File: src/logic/eccgc_pkg.sv
// eccgc_pkg: constants and carrier types for the echo canceller group control block
// assumes one 100 MHz clock and 8 kHz sample strobes from the serial port logic
package eccgc_pkg;
    localparam int CLK_MHZ = 100;
    localparam int FRAME_US = 125;
    localparam int FRAME_CYCLES = FRAME_US * CLK_MHZ;
    // tone and release timings counted in 8 kHz frames
    localparam int TONE_PLAIN_MS = 400;
    localparam int TONE_PHASE_MS = 1000;
    localparam int RELEASE_MS = 400;
    localparam int FRAMES_PER_MS = 8;
    localparam int TONE_PLAIN_FRAMES = TONE_PLAIN_MS * FRAMES_PER_MS;
    localparam int TONE_PHASE_FRAMES = TONE_PHASE_MS * FRAMES_PER_MS;
    localparam int RELEASE_FRAMES = RELEASE_MS * FRAMES_PER_MS;
    localparam int CNT_W = 14;
    // quiet codes per coding law
    localparam logic [15:0] QUIET_LINEAR = 16'h0000;
    localparam logic [7:0] QUIET_SIGN_MAG = 8'h80;
    localparam logic [7:0] QUIET_MU_LAW = 8'hFF;
    localparam logic [7:0] QUIET_A_LAW = 8'hD5;
    localparam logic [15:0] ZERO_CODE = 16'h0000;
    // pad codes: 0 is +9 dB, each step -3 dB, 7 is -12 dB
    localparam logic [2:0] PAD_MINUS_12 = 3'h7;
    localparam logic [3:0] NOISE_RATE_ADV_RST = 4'h5;
    localparam logic [7:0] NOISE_SCALE_ADV_RST = 8'h16;
    localparam int NOISE_SCALE_SHIFT = 4;

    typedef enum logic [1:0] {
        ECCGC_LAW_LINEAR = 2'h0,
        ECCGC_LAW_SIGN_MAG = 2'h1,
        ECCGC_LAW_MU = 2'h2,
        ECCGC_LAW_A = 2'h3
    } eccgc_law_t;

    typedef enum logic [1:0] {
        ECCGC_CFG_NORMAL = 2'h0,
        ECCGC_CFG_BACK_TO_BACK = 2'h1,
        ECCGC_CFG_EXTENDED = 2'h2
    } eccgc_cfg_t;

    typedef enum logic [2:0] {
        ECCGC_ST_ADAPT = 3'b001,
        ECCGC_ST_FROZEN = 3'b010,
        ECCGC_ST_BYPASS = 3'b100
    } eccgc_state_t;

    // per-canceller control bits
    typedef struct packed {
        logic residual_proc_select;
        logic noise_ramp_scheme_select;
        logic [3:0] noise_ramp_rate;
        logic [7:0] noise_scale;
        logic uncancelled_echo_guard_en;
        logic double_talk_guard_en;
        logic phase_reversal_disable;
        logic auto_tone_bypass;
        logic ringing_suppress_en;
        logic narrowband_detect_disable;
        logic offset_null_disable;
        logic legacy_pad;
        logic back_to_back_select;
        logic extended_delay_select;
        logic bypass;
        logic adapt_disable;
        logic [2:0] pad_rin;
        logic [2:0] pad_rout;
        logic [2:0] pad_sin;
        logic [2:0] pad_sout;
    } eccgc_ctrl_t;

    // per-frame detector observations from the signal path
    typedef struct packed {
        logic tone_2100;
        logic phase_reversal;
        logic tone_level_ok;
        logic quiet_low_band;
        logic quiet_high_band;
    } eccgc_obs_t;

    // per-canceller derived controls for the datapath
    typedef struct packed {
        logic advanced_proc;
        logic ramp_fast_low;
        logic [3:0] ramp_rate;
        logic [11:0] noise_gain;
        logic echo_guard;
        logic talk_guard;
        logic ringing_on;
        logic adapt_en;
        logic coeff_clear;
        logic bypass_path;
        logic offset_null_on;
        logic [2:0] pad_rin;
        logic [2:0] pad_rout;
        logic [2:0] pad_sin;
        logic [2:0] pad_sout;
    } eccgc_path_t;
endpackage

File: src/logic/eccgc_tone_det.sv
// eccgc_tone_det: one disable-tone detector with latched status
// assumes frame_tick_in pulses once per 8 kHz frame
`timescale 1ns/1ps
module eccgc_tone_det import eccgc_pkg::*; (
    input wire logic ref_clk_in, // 100 MHz
    input wire logic reset_in, // sync, high
    input wire logic frame_tick_in, // frame strobe
    input wire logic plain_mode_in, // 1: plain tone mode
    input wire eccgc_obs_t obs_in, // per-frame observations
    output logic detected_out, // latched status
    output logic change_out // pulse on set or release
);
    logic [CNT_W-1:0] tone_cnt_reg;
    logic [CNT_W-1:0] quiet_cnt_reg;
    logic reversal_seen_reg;
    logic detected_reg;
    logic tone_ok;
    logic quiet_ok;
    logic trigger;
    logic release_now;

    assign tone_ok = obs_in.tone_2100 && obs_in.tone_level_ok;
    assign quiet_ok = obs_in.quiet_low_band && obs_in.quiet_high_band;
    assign trigger = plain_mode_in ?
        (tone_cnt_reg >= CNT_W'(TONE_PLAIN_FRAMES - 1)) :
        (tone_cnt_reg >= CNT_W'(TONE_PHASE_FRAMES - 1) &&
         (reversal_seen_reg || obs_in.phase_reversal));
    assign release_now = quiet_cnt_reg >= CNT_W'(RELEASE_FRAMES - 1);

    always_ff @(posedge ref_clk_in) begin
        if (reset_in) begin
            tone_cnt_reg <= '0;
            reversal_seen_reg <= 1'b0;
        end else if (frame_tick_in) begin
            if (!tone_ok || detected_reg) begin
                tone_cnt_reg <= '0;
                reversal_seen_reg <= 1'b0;
            end else begin
                if (tone_cnt_reg != '1)
                    tone_cnt_reg <= tone_cnt_reg + 1'b1;
                if (obs_in.phase_reversal)
                    reversal_seen_reg <= 1'b1;
            end
        end
    end

    // once latched, only a long quiet spell releases it
    always_ff @(posedge ref_clk_in) begin
        if (reset_in)
            quiet_cnt_reg <= '0;
        else if (frame_tick_in) begin
            if (!detected_reg || !quiet_ok)
                quiet_cnt_reg <= '0;
            else if (quiet_cnt_reg != '1)
                quiet_cnt_reg <= quiet_cnt_reg + 1'b1;
        end
    end

    always_ff @(posedge ref_clk_in) begin
        if (reset_in) begin
            detected_reg <= 1'b0;
            change_out <= 1'b0;
        end else begin
            change_out <= 1'b0;
            if (frame_tick_in && !detected_reg && tone_ok && trigger) begin
                detected_reg <= 1'b1;
                change_out <= 1'b1;
            end else if (frame_tick_in && detected_reg && quiet_ok && release_now) begin
                detected_reg <= 1'b0;
                change_out <= 1'b1;
            end
        end
    end

    assign detected_out = detected_reg;
endmodule // eccgc_tone_det

File: src/logic/eccgc_group.sv
// eccgc_group: control logic of one group of two echo cancellers (a and b)
// assumes frame_tick_in once per 125 us frame; detectors deliver per-frame flags
`timescale 1ns/1ps
module eccgc_group import eccgc_pkg::*; #(
    parameter int NUM_CANCELLERS = 2
) (
    input wire logic ref_clk_in, // 100 MHz
    input wire logic reset_in, // sync, high
    input wire logic frame_tick_in, // one per 8 kHz frame
    input wire eccgc_law_t law_in, // pcm coding law
    input wire eccgc_ctrl_t ctrl_a_in, // canceller a controls
    input wire eccgc_ctrl_t ctrl_b_in, // canceller b controls
    input wire eccgc_obs_t [3:0] obs_in, // a rin, a sin, b rin, b sin
    input wire logic [1:0] narrowband_detector_in, // narrow-band hit per canceller
    input wire logic [1:0] status_read_in, // host read pulse, clears change flag
    input wire logic [15:0] rout_b_in, // canceller b receive-out sample
    input wire logic [15:0] sout_b_in, // canceller b send-out sample
    output logic [1:0] tone_detected_flag_out, // latched status per canceller
    output logic [1:0] tone_event_out, // sticky change per canceller
    output logic irq_n_out, // active-low interrupt
    output eccgc_cfg_t cfg_out, // group configuration
    output eccgc_path_t path_a_out, // canceller a datapath controls
    output eccgc_path_t path_b_out, // canceller b datapath controls
    output logic [15:0] rout_b_out, // b timeslot receive-out
    output logic [15:0] sout_b_out // b timeslot send-out
);
    eccgc_ctrl_t ctrl [NUM_CANCELLERS];
    eccgc_path_t path_next [NUM_CANCELLERS];
    eccgc_path_t path_reg [NUM_CANCELLERS];
    eccgc_state_t state_reg [NUM_CANCELLERS];
    logic [3:0] det;
    logic [3:0] det_change;
    logic [1:0] event_reg;
    logic [1:0] tone_any;
    logic [1:0] clear_busy_reg;
    logic [1:0] cancel_b_mode;
    eccgc_cfg_t cfg_reg;
    logic [15:0] quiet_code;
    logic [15:0] rout_b_reg;
    logic [15:0] sout_b_reg;

    assign ctrl[0] = ctrl_a_in;
    assign ctrl[1] = ctrl_b_in;

    // two detectors per canceller; a release waits for quiet on both inputs
    genvar g;
    generate
        for (g = 0; g < 4; g++) begin : g_det
            eccgc_tone_det u_det (
                .ref_clk_in(ref_clk_in),
                .reset_in(reset_in),
                .frame_tick_in(frame_tick_in),
                .plain_mode_in(ctrl[g/2].phase_reversal_disable),
                .obs_in({obs_in[g][4:2], obs_in[g/2*2][1:0] & obs_in[g/2*2+1][1:0]}),
                .detected_out(det[g]),
                .change_out(det_change[g])
            );
        end
    endgenerate

    // group configuration; b bit 0 is ignored, host keeps it zero
    always_ff @(posedge ref_clk_in) begin
        if (reset_in)
            cfg_reg <= ECCGC_CFG_NORMAL;
        else if (ctrl_a_in.back_to_back_select && ctrl_b_in.back_to_back_select)
            cfg_reg <= ECCGC_CFG_BACK_TO_BACK;
        else if (ctrl_a_in.extended_delay_select)
            cfg_reg <= ECCGC_CFG_EXTENDED;
        else
            cfg_reg <= ECCGC_CFG_NORMAL;
    end
    assign cfg_out = cfg_reg;

    always_comb begin
        case (law_in)
            ECCGC_LAW_LINEAR: quiet_code = QUIET_LINEAR;
            ECCGC_LAW_SIGN_MAG: quiet_code = {8'h00, QUIET_SIGN_MAG};
            ECCGC_LAW_MU: quiet_code = {8'h00, QUIET_MU_LAW};
            default: quiet_code = {8'h00, QUIET_A_LAW};
        endcase
    end

    // b timeslot: zero code in back-to-back, quiet code in extended delay
    always_ff @(posedge ref_clk_in) begin
        if (reset_in) begin
            rout_b_reg <= ZERO_CODE;
            sout_b_reg <= ZERO_CODE;
        end else if (cfg_reg == ECCGC_CFG_BACK_TO_BACK) begin
            rout_b_reg <= ZERO_CODE;
            sout_b_reg <= ZERO_CODE;
        end else if (cfg_reg == ECCGC_CFG_EXTENDED) begin
            rout_b_reg <= quiet_code;
            sout_b_reg <= quiet_code;
        end else begin
            rout_b_reg <= rout_b_in;
            sout_b_reg <= sout_b_in;
        end
    end
    assign rout_b_out = rout_b_reg;
    assign sout_b_out = sout_b_reg;

    // b canceller adapts in normal and back-to-back mode, never in extended delay
    assign cancel_b_mode[0] = 1'b1;
    assign cancel_b_mode[1] = (cfg_reg != ECCGC_CFG_EXTENDED);

    generate
        for (g = 0; g < NUM_CANCELLERS; g++) begin : g_ch
            assign tone_any[g] = det[2*g] || det[2*g+1];

            // sticky change flag: a new event wins over a host read
            always_ff @(posedge ref_clk_in) begin
                if (reset_in)
                    event_reg[g] <= 1'b0;
                else if (det_change[2*g] || det_change[2*g+1])
                    event_reg[g] <= 1'b1;
                else if (status_read_in[g])
                    event_reg[g] <= 1'b0;
            end

            // functional state; host bypass or auto tone bypass
            always_ff @(posedge ref_clk_in) begin
                if (reset_in)
                    state_reg[g] <= ECCGC_ST_ADAPT;
                else begin
                    case (state_reg[g])
                        ECCGC_ST_ADAPT: begin
                            if (ctrl[g].bypass ||
                                (ctrl[g].auto_tone_bypass && tone_any[g]))
                                state_reg[g] <= ECCGC_ST_BYPASS;
                            else if (ctrl[g].adapt_disable)
                                state_reg[g] <= ECCGC_ST_FROZEN;
                        end
                        ECCGC_ST_FROZEN: begin
                            if (ctrl[g].bypass)
                                state_reg[g] <= ECCGC_ST_BYPASS;
                            else if (!ctrl[g].adapt_disable)
                                state_reg[g] <= ECCGC_ST_ADAPT;
                        end
                        ECCGC_ST_BYPASS: begin
                            // auto bypass holds until the tone status releases
                            if (!ctrl[g].bypass &&
                                !(ctrl[g].auto_tone_bypass && tone_any[g]))
                                state_reg[g] <= ctrl[g].adapt_disable ?
                                    ECCGC_ST_FROZEN : ECCGC_ST_ADAPT;
                        end
                        default: state_reg[g] <= ECCGC_ST_ADAPT;
                    endcase
                end
            end

            // coefficient clear held after bypass until the next frame tick
            always_ff @(posedge ref_clk_in) begin
                if (reset_in)
                    clear_busy_reg[g] <= 1'b0;
                else if (state_reg[g] == ECCGC_ST_BYPASS)
                    clear_busy_reg[g] <= 1'b1;
                else if (frame_tick_in)
                    clear_busy_reg[g] <= 1'b0;
            end

            always_comb begin
                path_next[g].advanced_proc = ctrl[g].residual_proc_select;
                path_next[g].ramp_fast_low = ctrl[g].noise_ramp_scheme_select;
                // scheme 1 uses rate as is, scheme 0 inverted so bigger is faster
                path_next[g].ramp_rate = ctrl[g].noise_ramp_scheme_select ?
                    ctrl[g].noise_ramp_rate : ~ctrl[g].noise_ramp_rate;
                path_next[g].noise_gain = {ctrl[g].noise_scale, 4'h0} >>
                    NOISE_SCALE_SHIFT;
                path_next[g].echo_guard = ctrl[g].residual_proc_select &&
                    ctrl[g].uncancelled_echo_guard_en;
                path_next[g].talk_guard = ctrl[g].residual_proc_select &&
                    ctrl[g].double_talk_guard_en;
                path_next[g].ringing_on = ctrl[g].ringing_suppress_en;
                path_next[g].adapt_en = (state_reg[g] == ECCGC_ST_ADAPT) &&
                    cancel_b_mode[g] &&
                    !(narrowband_detector_in[g] &&
                      !ctrl[g].narrowband_detect_disable);
                path_next[g].coeff_clear = (state_reg[g] == ECCGC_ST_BYPASS) ||
                    clear_busy_reg[g];
                path_next[g].bypass_path = (state_reg[g] == ECCGC_ST_BYPASS);
                path_next[g].offset_null_on = !ctrl[g].offset_null_disable;
                path_next[g].pad_rin = ctrl[g].legacy_pad ?
                    PAD_MINUS_12 : ctrl[g].pad_rin;
                path_next[g].pad_rout = ctrl[g].pad_rout;
                path_next[g].pad_sin = ctrl[g].pad_sin;
                path_next[g].pad_sout = ctrl[g].pad_sout;
            end

            always_ff @(posedge ref_clk_in) begin
                if (reset_in)
                    path_reg[g] <= '0;
                else
                    path_reg[g] <= path_next[g];
            end
        end
    endgenerate

    assign path_a_out = path_reg[0];
    assign path_b_out = path_reg[1];
    assign tone_detected_flag_out = tone_any;
    assign tone_event_out = event_reg;
    assign irq_n_out = ~(|event_reg);
endmodule // eccgc_group

File: config.mk
export PLATFORM = sky130hd
export DESIGN_NAME = eccgc_group
export DESIGN_NICKNAME = d
export VERILOG_FILES = /design/src/logic/eccgc_pkg.sv /design/src/logic/eccgc_tone_det.sv /design/src/logic/eccgc_group.sv
export SDC_FILE = /design/constraint.sdc
export NUM_CORES = 1
export LEC_CHECK = 0
export BUFFER_PORTS_ARGS = -buffer_cell sky130_fd_sc_hd__buf_2
export CAP_MARGIN = 20
export CORE_ASPECT_RATIO = 0.8
export CORE_MARGIN = 1.5
export CORE_UTILIZATION = 48
export CTS_CLUSTER_DIAMETER = 30
export DETAILED_ROUTE_END_ITERATION = 16
export PLACE_DENSITY = 0.76
export SYNTH_ARGS = -nofsm -noshare
export SYNTH_HDL_FRONTEND = slang
export SYNTH_SLANG_ARGS = --single-unit
File: constraint.sdc
create_clock -name ref_clk_in -period 2.2 [get_ports ref_clk_in]
set_clock_uncertainty 0.2 [all_clocks]
set_input_delay 0.11 -clock ref_clk_in [delete_from_list [all_inputs] [get_ports ref_clk_in]]
set_output_delay 0.11 -clock ref_clk_in [all_outputs]
set_load 0.03 [all_outputs]
==> results.rst, run 1 <==
.. list-table::
   :header-rows: 1

   * - Metric
     - Value
   * - Routed wire length on met2
     - 15170 um
   * - Full die area
     - 0.02159 mm2
   * - Number of enable flip-flop cells after synthesis
     - 6
   * - Fraction of final layout cells sized beyond drive strength 1
     - 0.2413
   * - Total Routing Usage GR
     - 0.2951
   * - Worst path max stage delay
     - 0.59 ns
   * - Root Buffer
     - sky130_fd_sc_hd__clkbuf_16
   * - First-pass GRT wire length
     - 51280 um
   * - Dominant combinational cell family by area after synthesis
     - simple AND/OR/NAND/NOR gates
   * - Per-cell routed wire length
     - 17.37 um
   * - XOR/XNOR share of the synthesized area
     - 0.06696
   * - Number of routed nets with antenna violations
     - 0
   * - Most used flip-flop cell after synthesis
     - sky130_fd_sc_hd__dfxtp_1
   * - Max Slew Vio Count
     - 0
   * - Area occupied by multi-input gates
     - 0.004873 mm2
   * - Power density over the cells
     - 824.1 mW/mm2
   * - Endpoint class of the critical path
     - flop
   * - Via/cell ratio
     - 5.494
   * - Pre-Repair DR Iteration Count
     - 5
   * - Pin count of the biggest net entering global routing
     - 41
   * - Count of pins on the block boundary
     - 250
   * - Vias
     - 10130
   * - TritonCTS clock tree
     - done
   * - Peak supply drop
     - 0.8476 mV
   * - Outcome
     - complete, no violations
   * - Clock transition at the register clock pins on the worst setup and hold paths after CTS
     - 0.06 ns
   * - Count of final setup violators
     - 0
   * - Total length of routed met3 wires
     - 2586 um
   * - Mux share of post-synthesis cell area
     - 0.01347
   * - Unique masters post-synth
     - 69
   * - Die extent in x
     - 163.9 um
   * - Setup repair after global routing missed its margin
     - no
   * - Number of storage elements in the synthesis netlist
     - 234
   * - Timing-limited maximum frequency
     - 470.6 MHz
   * - Leading cell type in the layout, fill and taps excluded
     - sky130_fd_sc_hd__buf_2
   * - Count of buffers inserted at the top-level ports
     - 240
   * - Initial core utilization
     - 0.4949
   * - Compound-gate portion of the synthesized area
     - 0.1245
   * - Cell with the largest stage delay on the worst path
     - sky130_fd_sc_hd__dlygate4sd3_1
   * - Antenna violations before repair
     - 2
   * - Routed length on met1
     - 12690 um
   * - Largest register FFs
     - 66
   * - Final wirelength
     - 32040 um
   * - Highest-count cells in the layout ignoring fill and taps
     - sky130_fd_sc_hd__buf_2, sky130_fd_sc_hd__dfxtp_1, sky130_fd_sc_hd__dlygate4sd3_1
   * - Startpoint type of the worst setup path
     - flop
   * - Post-route DRC violation count
     - 0
   * - Number of buffers added by the clock tree synthesis step
     - 38
   * - Fraction of the mapped netlist area in adder cells
     - 0.01007
   * - Hold violation total from the final report
     - 0
   * - Sink Count
     - 234
   * - Storage cell area
     - 0.004746 mm2
   * - Uppermost metal layer occupied by signal nets
     - met5
   * - Routability Congestion
     - 0.8674
   * - Final setup TNS
     - 0 ns
   * - Drt first-iter violations
     - 827
   * - Static leakage power
     - 6.140 nW
   * - Period Utilization, post-route
     - 0.9660
   * - Max-Cap Viols
     - 0
   * - Post-synthesis simple-gate area fraction
     - 0.2702
   * - YS warnings
     - 0
   * - Required time of the critical path
     - 2.45 ns
   * - Type of the setup path with the least slack
     - reg2reg
   * - Maximum level of the CTS H-tree
     - 2
   * - Clk Latency, worst-skew pair
     - 0.52 ns
   * - Nets
     - 1695
   * - Synth Instances
     - 1118
   * - Tightest Pin Transition
     - 0.6426 ns
   * - Proportion of register bits with asynchronous set or reset after synthesis
     - 0
   * - Layout fillers
     - 1385
   * - Sequential element share of the synthesized area
     - 0.4773
   * - Final Critical Period
     - 2.125 ns
   * - Core Region
     - 0.02009 mm2
   * - Worst Hold Class
     - in2reg
   * - Height of the die
     - 131.7 um
   * - Max Buffers Root-to-Sink
     - 3
   * - Cell area after layout
     - 0.01452 mm2
   * - Worst slew margin
     - 0.5670
   * - Layout overhead on the synthesized area
     - 46.09%
   * - Synthesized area per cell
     - 8.892 um2
   * - Post-DP HPWL
     - 18880 um
   * - Total global routing overflow
     - 0
   * - Largest fanout on the critical path
     - 8
   * - Site row count
     - 46
   * - Vias in the first global route
     - 10120
   * - Worst path arrival time
     - 2.37 ns
   * - Dpl cell area
     - 0.01151 mm2
   * - Critical-path cell list
     - nor2b_1 -> and3_1 -> buf_4 -> a21o_1 -> dlygate4sd3_1
   * - Post-Synthesis Cell Area
     - 0.009941 mm2
[Yosys cell counts, drive strengths merged (13+ instances only)]
| library cell | count | share of area |
|---|---|---|
| o21ai | 32 | 0.016 |
| nor2b | 43 | 0.027 |
| nand3 | 46 | 0.024 |
| nand2 | 69 | 0.026 |
| a21oi | 59 | 0.030 |
| and2 | 13 | 0.0082 |
| inv | 19 | 0.0072 |
| a21o | 17 | 0.013 |
| dfxtp | 228 | 0.46 |
| nor3 | 40 | 0.020 |
| nor4 | 17 | 0.014 |
| buf | 25 | 0.015 |
| nor2 | 164 | 0.062 |
| xor2 | 26 | 0.023 |
| clkbuf | 38 | 0.014 |
| and3 | 40 | 0.026 |
| a211oi | 18 | 0.014 |
| and4 | 17 | 0.015 |
| nand4 | 33 | 0.022 |
| xnor2 | 50 | 0.044 |
[metal layers]
layer | global-route usage | vias up
met5 | 0 | -
met4 | 0.1475 | 2
met3 | 0.06755 | 142
met2 | 0.4827 | 492
met1 | 0.3632 | 4683
li1 | - | 4812
[critical path, delay by kind of cell, from the launching register on]
kind	cells	cell delay, ns
flops	1	0.38
simple gates	2	0.59
compound gates	1	0.11
buf+inv	2	0.77
[worst paths after layout]
kind,startpoint,end,slack [ns],cells past startpoint
max,cfg_out[1],sout_b_out[0],0.07,5
min,reset_in,rout_b_out[8],0.01,4
max reg2reg,cfg_out[1],sout_b_out[0],0.07,5
min reg2reg,g_det[2].u_det.reversal_seen_reg,g_det[2].u_det.reversal_seen_reg,0.27,2
[final cells by class]
class                      instances  area share
timing repair buffer             448      0.2199
multi-input combinational        808      0.3356
tap                              264     0.02274
antenna                            1   0.0001723
inverter                          20    0.005169
sequential                       234      0.3268
clock buffer                      42     0.07091
clock inverter                    27     0.01878
[repair_timing]
| item | CTS | global route |
|---|---|---|
| endpoints found under the setup margin | 0 | 16 |
| setup buffers | 0 | 3 |
| hold endpoints to repair | 144 | 1 |
| gates resized for setup | 0 | 8 |
| hold buffers | 165 | 1 |
[through the flow]
stage	total power, mW	setup slack, ns	utilization	hold slack (ns)	instances
finish	11.97	0.07483	0.7230	0.01177	1844
global route	12.30	0.007956	0.7230	0.02559	1844
CTS	11.87	0.02510	0.7202	0.001393	1839
detailed placement	5.652	0.09022	0.5731	0.06243	1605
global placement	5.624	0.1862	0.5731	0.06088	1605
floorplan	5.263	0.1195	-	-0.02331	1125
[report_power, final]
group	total, mW	leakage (nW)	internal, mW	switching, mW
Clock	6.03	0.621	3.79	2.25
Sequential	4.59	1.93	4.45	0.146
Combinational	1.34	3.59	0.579	0.762
Total	12.0	6.14	8.81	3.16
[kinds of logic after synthesis]
| kind of cell | after synthesis |
|---|---|
| AOI/OAI and AO/OA | 187 |
| other | 1 |
| adders and majority gates | 8 |
| xor gates and xnor gates | 76 |
| muxes | 13 |
| DFF | 234 |
| and+or+nand+nor | 516 |
| buffers and inverters | 83 |
Note: power is estimated with default switching activity, not from simulation.
==> run 2, diff against run 1 <==
==> constraint.sdc (replaced) <==
create_clock -name ref_clk_in -period 1.75 [get_ports ref_clk_in]
set_clock_uncertainty 0.2 [all_clocks]
set_input_delay 0.0875 -clock ref_clk_in [delete_from_list [all_inputs] [get_ports ref_clk_in]]
set_output_delay 0.0875 -clock ref_clk_in [all_outputs]
set_load 0.03 [all_outputs]
==> results.rst, run 2 <==
.. list-table::
   :header-rows: 1

   * - Metric
     - Value
   * - Outcome
     - aborted with a tool error
   * - Terminating stage of the flow
     - 5_1_grt
   * - First error
     - [ERROR GRT-0232] Routing congestion too high. Check the congestion heatmap in the GUI.
   * - Maximum level of the CTS H-tree
     - 2 (unchanged)
   * - Number of buffers added by the clock tree synthesis step
     - 41 (+7.9%)
   * - Initial core utilization
     - 0.4949 (unchanged)
   * - Placed insts
     - 1754 (+9.3%)
   * - Dominant combinational cell family by area after synthesis
     - simple AND/OR/NAND/NOR gates
   * - Max Buffers Root-to-Sink
     - 3 (unchanged)
   * - Height of the die
     - 131.7 um (unchanged)
   * - Ranking of synthesized cells by area
     - sky130_fd_sc_hd__dfxtp_1, sky130_fd_sc_hd__nor2_1, sky130_fd_sc_hd__xnor2_1
   * - Count of pins on the block boundary
     - 250 (unchanged)
   * - Site row count
     - 46 (unchanged)
   * - Routability Congestion
     - 0.9113 (+5.1%)
   * - Total global routing overflow
     - 188
   * - Worst endpoint left by the global-route repair_timing run
     - g_det[0].u_det.change_out$_SDFF_PP0_/D
   * - Fraction of the mapped netlist area in adder cells
     - 0.01007 (unchanged)
   * - Unique masters post-synth
     - 69 (unchanged)
   * - Sequential element share of the synthesized area
     - 0.4773 (unchanged)
   * - Total Routing Usage GR
     - 0.7887
   * - Synth Instances
     - 1118 (unchanged)
   * - Count of buffers inserted at the top-level ports
     - 240 (unchanged)
   * - Share of the synthesized area in the top cell type
     - 0.4592 (unchanged)
   * - Pin count of the biggest net entering global routing
     - 90
   * - Root Buffer
     - sky130_fd_sc_hd__clkbuf_16
   * - Post-Synthesis Cell Area
     - 0.009941 mm2 (unchanged)
   * - Number of storage elements in the synthesis netlist
     - 234 (unchanged)
   * - XOR/XNOR share of the synthesized area
     - 0.06696 (unchanged)
   * - Most used standard cells in the synthesized netlist
     - sky130_fd_sc_hd__dfxtp_1, sky130_fd_sc_hd__nor2_1, sky130_fd_sc_hd__nand2_1
   * - YS warnings
     - 0 (unchanged)
   * - Dpl cell area
     - 0.01290 mm2 (+12%)
   * - Synthesized area per cell
     - 8.892 um2 (unchanged)
   * - Most used flip-flop cell after synthesis
     - sky130_fd_sc_hd__dfxtp_1
   * - Die extent in x
     - 163.9 um (unchanged)
   * - Post-DP HPWL
     - 20460 um (+8.4%)
   * - Number of enable flip-flop cells after synthesis
     - 6 (unchanged)
   * - Sink Count
     - 234 (unchanged)
   * - Mux share of post-synthesis cell area
     - 0.01347 (unchanged)
   * - Post-synthesis simple-gate area fraction
     - 0.2702 (unchanged)
   * - Most repeated cell in the gate-level netlist after synthesis
     - sky130_fd_sc_hd__dfxtp_1
   * - Compound-gate portion of the synthesized area
     - 0.1245 (unchanged)
   * - Biggest area consumer among synthesized cells
     - sky130_fd_sc_hd__dfxtp_1
   * - Proportion of register bits with asynchronous set or reset after synthesis
     - 0 (unchanged)
   * - Pin type at the end of the worst path
     - register data pin
run 2: routing by layer:
metal / global-route usage / GRT overflow
met2: 0.9444 / 91
met4: 0.8298 / 92
met3: 0.6938 / 4
met1: 0.7493 / 1
met5: 0.2295 / 0
run 2: logic make-up after synthesis:
family,count (synthesis)
buffers and inverters,83
adders and majority gates,8
and+or+nand+nor,516
other,1
DFF,234
AOI/OAI and AO/OA,187
muxes,13
xor gates and xnor gates,76
run 2: timing repair:
action	in CTS
hold buffers	215
endpoints found under the setup margin	70
gates resized for setup	57
hold endpoints to repair	146
gates cloned	1
setup buffers	11
pin swaps	15
run 2: stage by stage:
stage / setup WS [ns] / util
after floorplan: -0.06864 / -
after global placement: -0.1095 / 0.6420
after detailed placement: -0.1142 / 0.6420
after CTS: -0.1064 / 0.8354
==> run 3, diff against run 2 <==
--- a/config.mk
+++ b/config.mk
@@ -7,12 +7,10 @@
 export LEC_CHECK = 0
 export BUFFER_PORTS_ARGS = -buffer_cell sky130_fd_sc_hd__buf_2
 export CAP_MARGIN = 20
-export CORE_ASPECT_RATIO = 0.8
 export CORE_MARGIN = 1.5
-export CORE_UTILIZATION = 48
-export CTS_CLUSTER_DIAMETER = 30
+export CORE_UTILIZATION = 40
 export DETAILED_ROUTE_END_ITERATION = 16
-export PLACE_DENSITY = 0.76
+export PLACE_DENSITY_LB_ADDON = 0.15
 export SYNTH_ARGS = -nofsm -noshare
 export SYNTH_HDL_FRONTEND = slang
 export SYNTH_SLANG_ARGS = --single-unit
==> constraint.sdc (replaced) <==
create_clock -name ref_clk_in -period 2.27 [get_ports ref_clk_in]
set_clock_uncertainty 0.2 [all_clocks]
set_input_delay 0.1135 -clock ref_clk_in [delete_from_list [all_inputs] [get_ports ref_clk_in]]
set_output_delay 0.1135 -clock ref_clk_in [all_outputs]
set_load 0.03 [all_outputs]
==> results.rst, run 3 (synthesis gave the netlist of run 1 again) <==
.. list-table::
   :header-rows: 1

   * - Metric
     - Value
   * - Height of the die
     - 160.6 um (+22%)
   * - Utilization after layout
     - 0.6131
   * - Core Region
     - 0.02432 mm2
   * - Die extent in x
     - 160.6 um (-2.0%)
   * - Post-DP HPWL
     - 18830 um (-8.0%)
   * - Max-Cap Viols
     - 0
   * - Pin count of the biggest net entering global routing
     - 90
   * - Largest register FFs
     - 66
   * - Minimum setup slack after placement
     - 0.1894 ns (+0.3037 ns)
   * - Flop-to-flop setup slack
     - 0.10 ns
   * - Post-route non-filler standard cell count
     - 1939
   * - Number of buffers added by the clock tree synthesis step
     - 27 (-34%)
   * - Highest-count cells in the layout ignoring fill and taps
     - sky130_fd_sc_hd__buf_2, sky130_fd_sc_hd__dlygate4sd3_1, sky130_fd_sc_hd__dfxtp_1
   * - Outcome
     - complete, no violations
   * - Max Buffers Root-to-Sink
     - 3 (unchanged)
   * - Nets
     - 1739
   * - Type of the setup path with the least slack
     - in2reg
   * - Endpoint class of the critical path
     - flop
   * - Endpoint of the lowest-slack register-to-register path
     - state_reg[0][0]
   * - Vias
     - 9912
   * - Setup repair after global routing missed its margin
     - no
   * - Clk Latency, worst-skew pair
     - 0.54 ns
   * - Via/cell ratio
     - 5.112
   * - Required time of the critical path
     - 2.55 ns
   * - Worst slew margin
     - 0.4905
   * - Total global routing overflow
     - 0
   * - Site row count
     - 57 (+24%)
   * - Maximum level of the CTS H-tree
     - 1 (-1)
   * - Timing-limited maximum frequency
     - 452.8 MHz
   * - TritonCTS clock tree
     - done
   * - Initial core utilization
     - 0.4088 (-0.08614)
   * - Per-cell routed wire length
     - 16.16 um
   * - Root Buffer
     - sky130_fd_sc_hd__clkbuf_16
   * - Drt first-iter violations
     - 631
   * - Final WS setup
     - 0.06138 ns
   * - Endpoint with the worst hold slack
     - g_det[3].u_det.detected_out
   * - Area occupied by multi-input gates
     - 0.004862 mm2
   * - Vias in the first global route
     - 9784
   * - Hold Slack
     - 0.006076 ns
   * - First-pass GRT wire length
     - 50420 um
   * - Startpoint of the worst register-to-register path
     - g_det[1].u_det.detected_out
   * - Number of routed nets with antenna violations
     - 0
   * - Peak supply drop
     - 0.8767 mV
   * - Count of final setup violators
     - 0
   * - Clock transition at the register clock pins on the worst setup and hold paths after CTS
     - 0.06 ns
   * - Worst Hold Class
     - in2reg
   * - Fraction of final layout cells sized beyond drive strength 1
     - 0.2169
   * - Antenna violations before repair
     - 1
   * - Hold path cells
     - 6
   * - Power density over the cells
     - 719.3 mW/mm2
   * - Static leakage power
     - 6.350 nW
   * - Full die area
     - 0.02581 mm2
   * - Hold violation total from the final report
     - 0
   * - Leading cell type in the layout, fill and taps excluded
     - sky130_fd_sc_hd__buf_2
   * - Routability Congestion
     - 0.7865 (-14%)
   * - Cell count of the worst reg-to-reg path
     - 5
   * - Final setup TNS
     - 0 ns
   * - Worst path arrival time
     - 2.49 ns
   * - Period Utilization, post-route
     - 0.9730
   * - Launch point of the worst hold path
     - obs_in[19]
   * - Sink Count
     - 234 (unchanged)
   * - Largest fanout on the critical path
     - 5
   * - Max Slew Vio Count
     - 0
   * - Storage cell area
     - 0.004747 mm2
   * - Placed insts
     - 1658 (-5.5%)
   * - Total Routing Usage GR
     - 0.2373
   * - Final Critical Period
     - 2.209 ns
   * - Layout overhead on the synthesized area
     - 49.98%
   * - Post-route DRC violation count
     - 0
   * - Startpoint type of the worst setup path
     - primary input
   * - Layout fillers
     - 1975
   * - Final wirelength
     - 31330 um
   * - Count of buffers inserted at the top-level ports
     - 240 (unchanged)
   * - Count of pins on the block boundary
     - 250 (unchanged)
   * - Pre-Repair DR Iteration Count
     - 5
   * - Tightest Pin Transition
     - 0.7546 ns
-- run 3: through the flow --
step	power (mW)	cell area [um2]
after floorplan	5.100	9967
after global placement	5.470	11560
after detailed placement	5.484	11560
after CTS	10.73	14880
after global routing	11.10	14910
final	10.72	14910
-- run 3: area by class of cell --
| type | instances | share of cell area |
|---|---|---|
| multi-input combinational | 808 | 0.3261 |
| sequential | 234 | 0.3184 |
| timing repair buffer | 503 | 0.2544 |
| clock buffer | 38 | 0.05354 |
| tap | 324 | 0.02719 |
| clock inverter | 11 | 0.01485 |
| inverter | 20 | 0.005287 |
| antenna | 1 | 0.0001678 |
-- run 3: routing by layer --
| metal | vias up | global-route usage | share of wire |
|---|---|---|---|
| met5 | - | 0 | 0 |
| met4 | 0 | 0.07774 | 0.029 |
| met3 | 71 | 0.03564 | 0.047 |
| met2 | 248 | 0.4105 | 0.49 |
| met1 | 4701 | 0.3026 | 0.43 |
| li1 | 4892 | - | - |
-- run 3: worst max-delay path by stage --
stage | start | slack, ns | endpoint
6_report | obs_in[0] | 0.06 | g_det[0].u_det.change_out
5_1_grt | obs_in[0] | 0.002 | g_det[0].u_det.change_out
4_1_cts | g_det[1].u_det.detected_out | 0.05 | state_reg[0][0]
3_5_place_dp | g_det[1].u_det.detected_out | 0.19 | state_reg[0][2]
3_3_place_gp | g_det[2].u_det.tone_cnt_reg[6] | 0.22 | g_det[2].u_det.tone_cnt_reg[3]
2_1_floorplan | g_det[0].u_det.tone_cnt_reg[0] | 0.19 | g_det[0].u_det.tone_cnt_reg[13]
-- run 3: critical path, stage by stage --
cell                            delay, ns
sky130_fd_sc_hd__dlygate4sd3_1       0.52
sky130_fd_sc_hd__buf_2               0.11
sky130_fd_sc_hd__nand4_1             0.19
sky130_fd_sc_hd__dlygate4sd3_1       0.66
sky130_fd_sc_hd__nor2_1              0.28
sky130_fd_sc_hd__o311ai_0            0.19
sky130_fd_sc_hd__a31oi_1             0.26
sky130_fd_sc_hd__a21bo_2             0.17
-- run 3: power by group --
part           switching [mW]  internal [mW]  total [mW]
Combinational           0.738          0.654        1.39
Sequential              0.116           4.31        4.42
Clock                    1.77           3.14        4.91
-- run 3: what timing repair did --
item	4_1_cts	5_1_grt
setup endpoints to repair	0	17
setup buffers	0	1
hold buffers	230	0
endpoints found under the hold margin	150	0
gates resized for setup	0	9
==> run 4, diff against run 3 <==
--- a/config.mk
+++ b/config.mk
@@ -8,9 +8,10 @@
 export BUFFER_PORTS_ARGS = -buffer_cell sky130_fd_sc_hd__buf_2
 export CAP_MARGIN = 20
 export CORE_MARGIN = 1.5
-export CORE_UTILIZATION = 40
+export CORE_UTILIZATION = 53
 export DETAILED_ROUTE_END_ITERATION = 16
 export PLACE_DENSITY_LB_ADDON = 0.15
+export RECOVER_POWER = 50
 export SYNTH_ARGS = -nofsm -noshare
 export SYNTH_HDL_FRONTEND = slang
 export SYNTH_SLANG_ARGS = --single-unit
==> constraint.sdc (replaced) <==
create_clock -name ref_clk_in -period 2.27 [get_ports ref_clk_in]
set_clock_uncertainty 0.2 [all_clocks]
set_input_delay 0.227 -clock ref_clk_in [delete_from_list [all_inputs] [get_ports ref_clk_in]]
set_output_delay 0.227 -clock ref_clk_in [all_outputs]
set_load 0.03 [all_outputs]
==> results.rst, run 4 (synthesis gave the netlist of run 1 again) <==
.. list-table::
   :header-rows: 1

   * - Metric
     - Value
   * - Worst path max stage delay
     - 0.40 ns (-0.26 ns)
   * - Vias
     - 9588 (-3.3%)
   * - Final Critical Period
     - 2.137 ns (-0.07194 ns)
   * - Highest-count cells in the layout ignoring fill and taps
     - sky130_fd_sc_hd__dfxtp_1, sky130_fd_sc_hd__nor2_1, sky130_fd_sc_hd__buf_2
   * - Relative contribution of combinational cells to total power
     - 0.123 (-0.007)
   * - Outcome
     - complete, no violations
   * - Endpoint class of the critical path
     - flop
   * - Clock transition at the register clock pins on the worst setup and hold paths after CTS
     - 0.06 ns (about the same)
   * - Buf+Inv Stages, Crit Path
     - 0 (-3)
   * - Hold-fix buffer count after cts
     - 138 (-40%)
   * - Utilization after layout
     - 0.7458 (+0.1327)
   * - Sink Count
     - 234 (unchanged)
   * - Routability Congestion
     - 0.8269 (+5.1%)
   * - Startpoint type of the worst setup path
     - flop
   * - Fraction of final layout cells sized beyond drive strength 1
     - 0.1579 (-0.05899)
   * - Number of routed nets with antenna violations
     - 0 (unchanged)
   * - Drt first-iter violations
     - 620 (-1.7%)
   * - Required time of the critical path
     - 2.45 ns (-0.10 ns)
   * - Leading cell type in the layout, fill and taps excluded
     - sky130_fd_sc_hd__dfxtp_1
   * - Nets
     - 1641 (-5.6%)
   * - Most used cell along the critical path
     - sky130_fd_sc_hd__and2_1
   * - Core Region
     - 0.01815 mm2 (-25%)
   * - Timing-limited maximum frequency
     - 468.0 MHz (+3.4%)
   * - TritonCTS clock tree
     - done
   * - Hold violation total from the final report
     - 0 (unchanged)
   * - Pre-Repair DR Iteration Count
     - 5 (unchanged)
   * - Root Buffer
     - sky130_fd_sc_hd__clkbuf_16
   * - Initial core utilization
     - 0.5478 (+0.1390)
   * - Worst path arrival time
     - 2.31 ns (-0.18 ns)
   * - First-pass GRT wire length
     - 46410 um (-8.0%)
   * - Switching power as a share of total power
     - 0.2569 (+0.01200)
   * - Pin count of the biggest net entering global routing
     - 90 (unchanged)
   * - Via/cell ratio
     - 5.501 (+7.6%)
   * - Layout overhead on the synthesized area
     - 36.15%
   * - Number of antenna repair diodes
     - 0 (-1)
   * - Critical-path cell list
     - ha_1 -> and2_1 -> and2_1 -> o311a_1 -> o311ai_1 -> o41ai_1
   * - Setup repair after global routing missed its margin
     - no
   * - Post CTS Setup Buffer Count
     - 0 (unchanged)
   * - Vias in the first global route
     - 9240 (-5.6%)
   * - Part of the power in registers
     - 0.454 (+0.042)
   * - Site row count
     - 49 (-14%)
   * - Dpl cell area
     - 0.01144 mm2 (-1.0%)
   * - Clock share of power
     - 0.423 (-0.035)
   * - Period Utilization, post-route
     - 0.9413 (-0.03169)
   * - Max Slew Vio Count
     - 0 (unchanged)
   * - Cell with the largest stage delay on the worst path
     - sky130_fd_sc_hd__o311ai_1
   * - Final wirelength
     - 29380 um (-6.2%)
   * - Hold Slack
     - 0.006839 ns (+0.0007629 ns)
   * - Post-route DRC violation count
     - 0 (unchanged)
   * - Cell area after layout
     - 0.01353 mm2 (-9.2%)
   * - Cell type group with the largest total delay on the critical path
     - compound AO/OA/AOI/OAI gates
   * - Worst slew margin
     - 0.4394 (-0.05116)
   * - Static leakage power
     - 5.399 nW (-15%)
   * - Max Buffers Root-to-Sink
     - 3 (unchanged)
   * - Net switching power figure
     - 2.508 mW (-4.5%)
   * - Height of the die
     - 140.0 um (-13%)
   * - Maximum level of the CTS H-tree
     - 1 (unchanged)
   * - Type of the setup path with the least slack
     - reg2reg
   * - Peak supply drop
     - 0.6460 mV (-26%)
   * - Final setup TNS
     - 0 ns (unchanged)
   * - Worst Hold Class
     - in2reg
   * - Post-DP HPWL
     - 17500 um (-7.1%)
   * - Number of buffers added by the clock tree synthesis step
     - 25 (-7.4%)
   * - Tightest Pin Transition
     - 0.8304 ns (+0.07577 ns)
   * - Clk Latency, worst-skew pair
     - 0.52 ns (-0.02 ns)
   * - Per-cell routed wire length
     - 16.85 um (+4.3%)
   * - Count of pins on the block boundary
     - 250 (unchanged)
   * - Largest register FFs
     - 66 (unchanged)
   * - Cell internal power dissipation
     - 7.254 mW (-10%)
   * - Total global routing overflow
     - 0 (unchanged)
   * - Max-Cap Viols
     - 0 (unchanged)
   * - Power density over the cells
     - 721.3 mW/mm2 (+0.28%)
   * - Total Routing Usage GR
     - 0.2914 (+0.05406)
   * - CTS-repair resized insts
     - 0 (unchanged)
   * - Count of buffers inserted at the top-level ports
     - 240 (unchanged)
   * - Die extent in x
     - 140.0 um (-13%)
   * - Count of final setup violators
     - 0 (unchanged)
   * - Full die area
     - 0.01959 mm2 (-24%)
   * - Antenna violations before repair
     - 0 (-1)
   * - Largest fanout on the critical path
     - 5 (unchanged)
-- run 4: metal layers --
layer  share of wire  global-route usage
met5               0                   0
met4           0.035              0.1125
met3           0.054             0.05573
met2            0.51              0.5255
met1            0.40              0.3424
-- run 4: final cells by class --
type	instances	area, um2
multi-input cells	808	4853
clock inverters	10	110.1
repair buffers	407	2741
inverters	20	75.07
fillers	1327	4613
flip-flops and latches	234	4745
well taps	229	286.5
clock buffers	35	723.2
-- run 4: final timing paths --
| path | start | end | slack, ns | cells past startpoint |
|---|---|---|---|---|
| hold / removal | obs_in[4] | g_det[0].u_det.tone_cnt_reg[1] | 0.007 | 4 |
| hold reg to reg | g_det[2].u_det.change_out | tone_event_out[1] | 0.27 | 2 |
| setup / recovery | g_det[3].u_det.tone_cnt_reg[0] | g_det[3].u_det.change_out | 0.13 | 6 |
| setup reg to reg | g_det[3].u_det.tone_cnt_reg[0] | g_det[3].u_det.change_out | 0.13 | 6 |
-- run 4: worst reg2reg max path, cell delays in order (launching register included) --
cell,delay [ns]
sky130_fd_sc_hd__dfxtp_1,0.34
sky130_fd_sc_hd__ha_1,0.21
sky130_fd_sc_hd__and2_1,0.18
sky130_fd_sc_hd__and2_1,0.21
sky130_fd_sc_hd__o311a_1,0.31
sky130_fd_sc_hd__o311ai_1,0.40
sky130_fd_sc_hd__o41ai_1,0.14
-- run 4: per-stage QoR --
| step | instances | setup slack, ns | power, mW |
|---|---|---|---|
| 2_1_floorplan | 1125 | 0.1895 | 5.100 |
| 5_1_grt | 1743 | 0.02752 | 10.07 |
| 6_report | 1743 | 0.1333 | 9.762 |
| 4_1_cts | 1743 | 0.1208 | 9.732 |
| 3_3_place_gp | 1560 | 0.1856 | 5.453 |
| 3_5_place_dp | 1560 | 0.1541 | 5.471 |
-- run 4: power by group through the flow --
stage | Clock, mW | Sequential [mW] | Combinational [mW]
6_report | 4.13 | 4.44 | 1.20
3_3_place_gp | 0 | 4.50 | 0.957
3_5_place_dp | 0 | 4.50 | 0.971
4_1_cts | 4.14 | 4.41 | 1.18
5_1_grt | 4.35 | 4.45 | 1.27
2_1_floorplan | 0 | 4.70 | 0.402
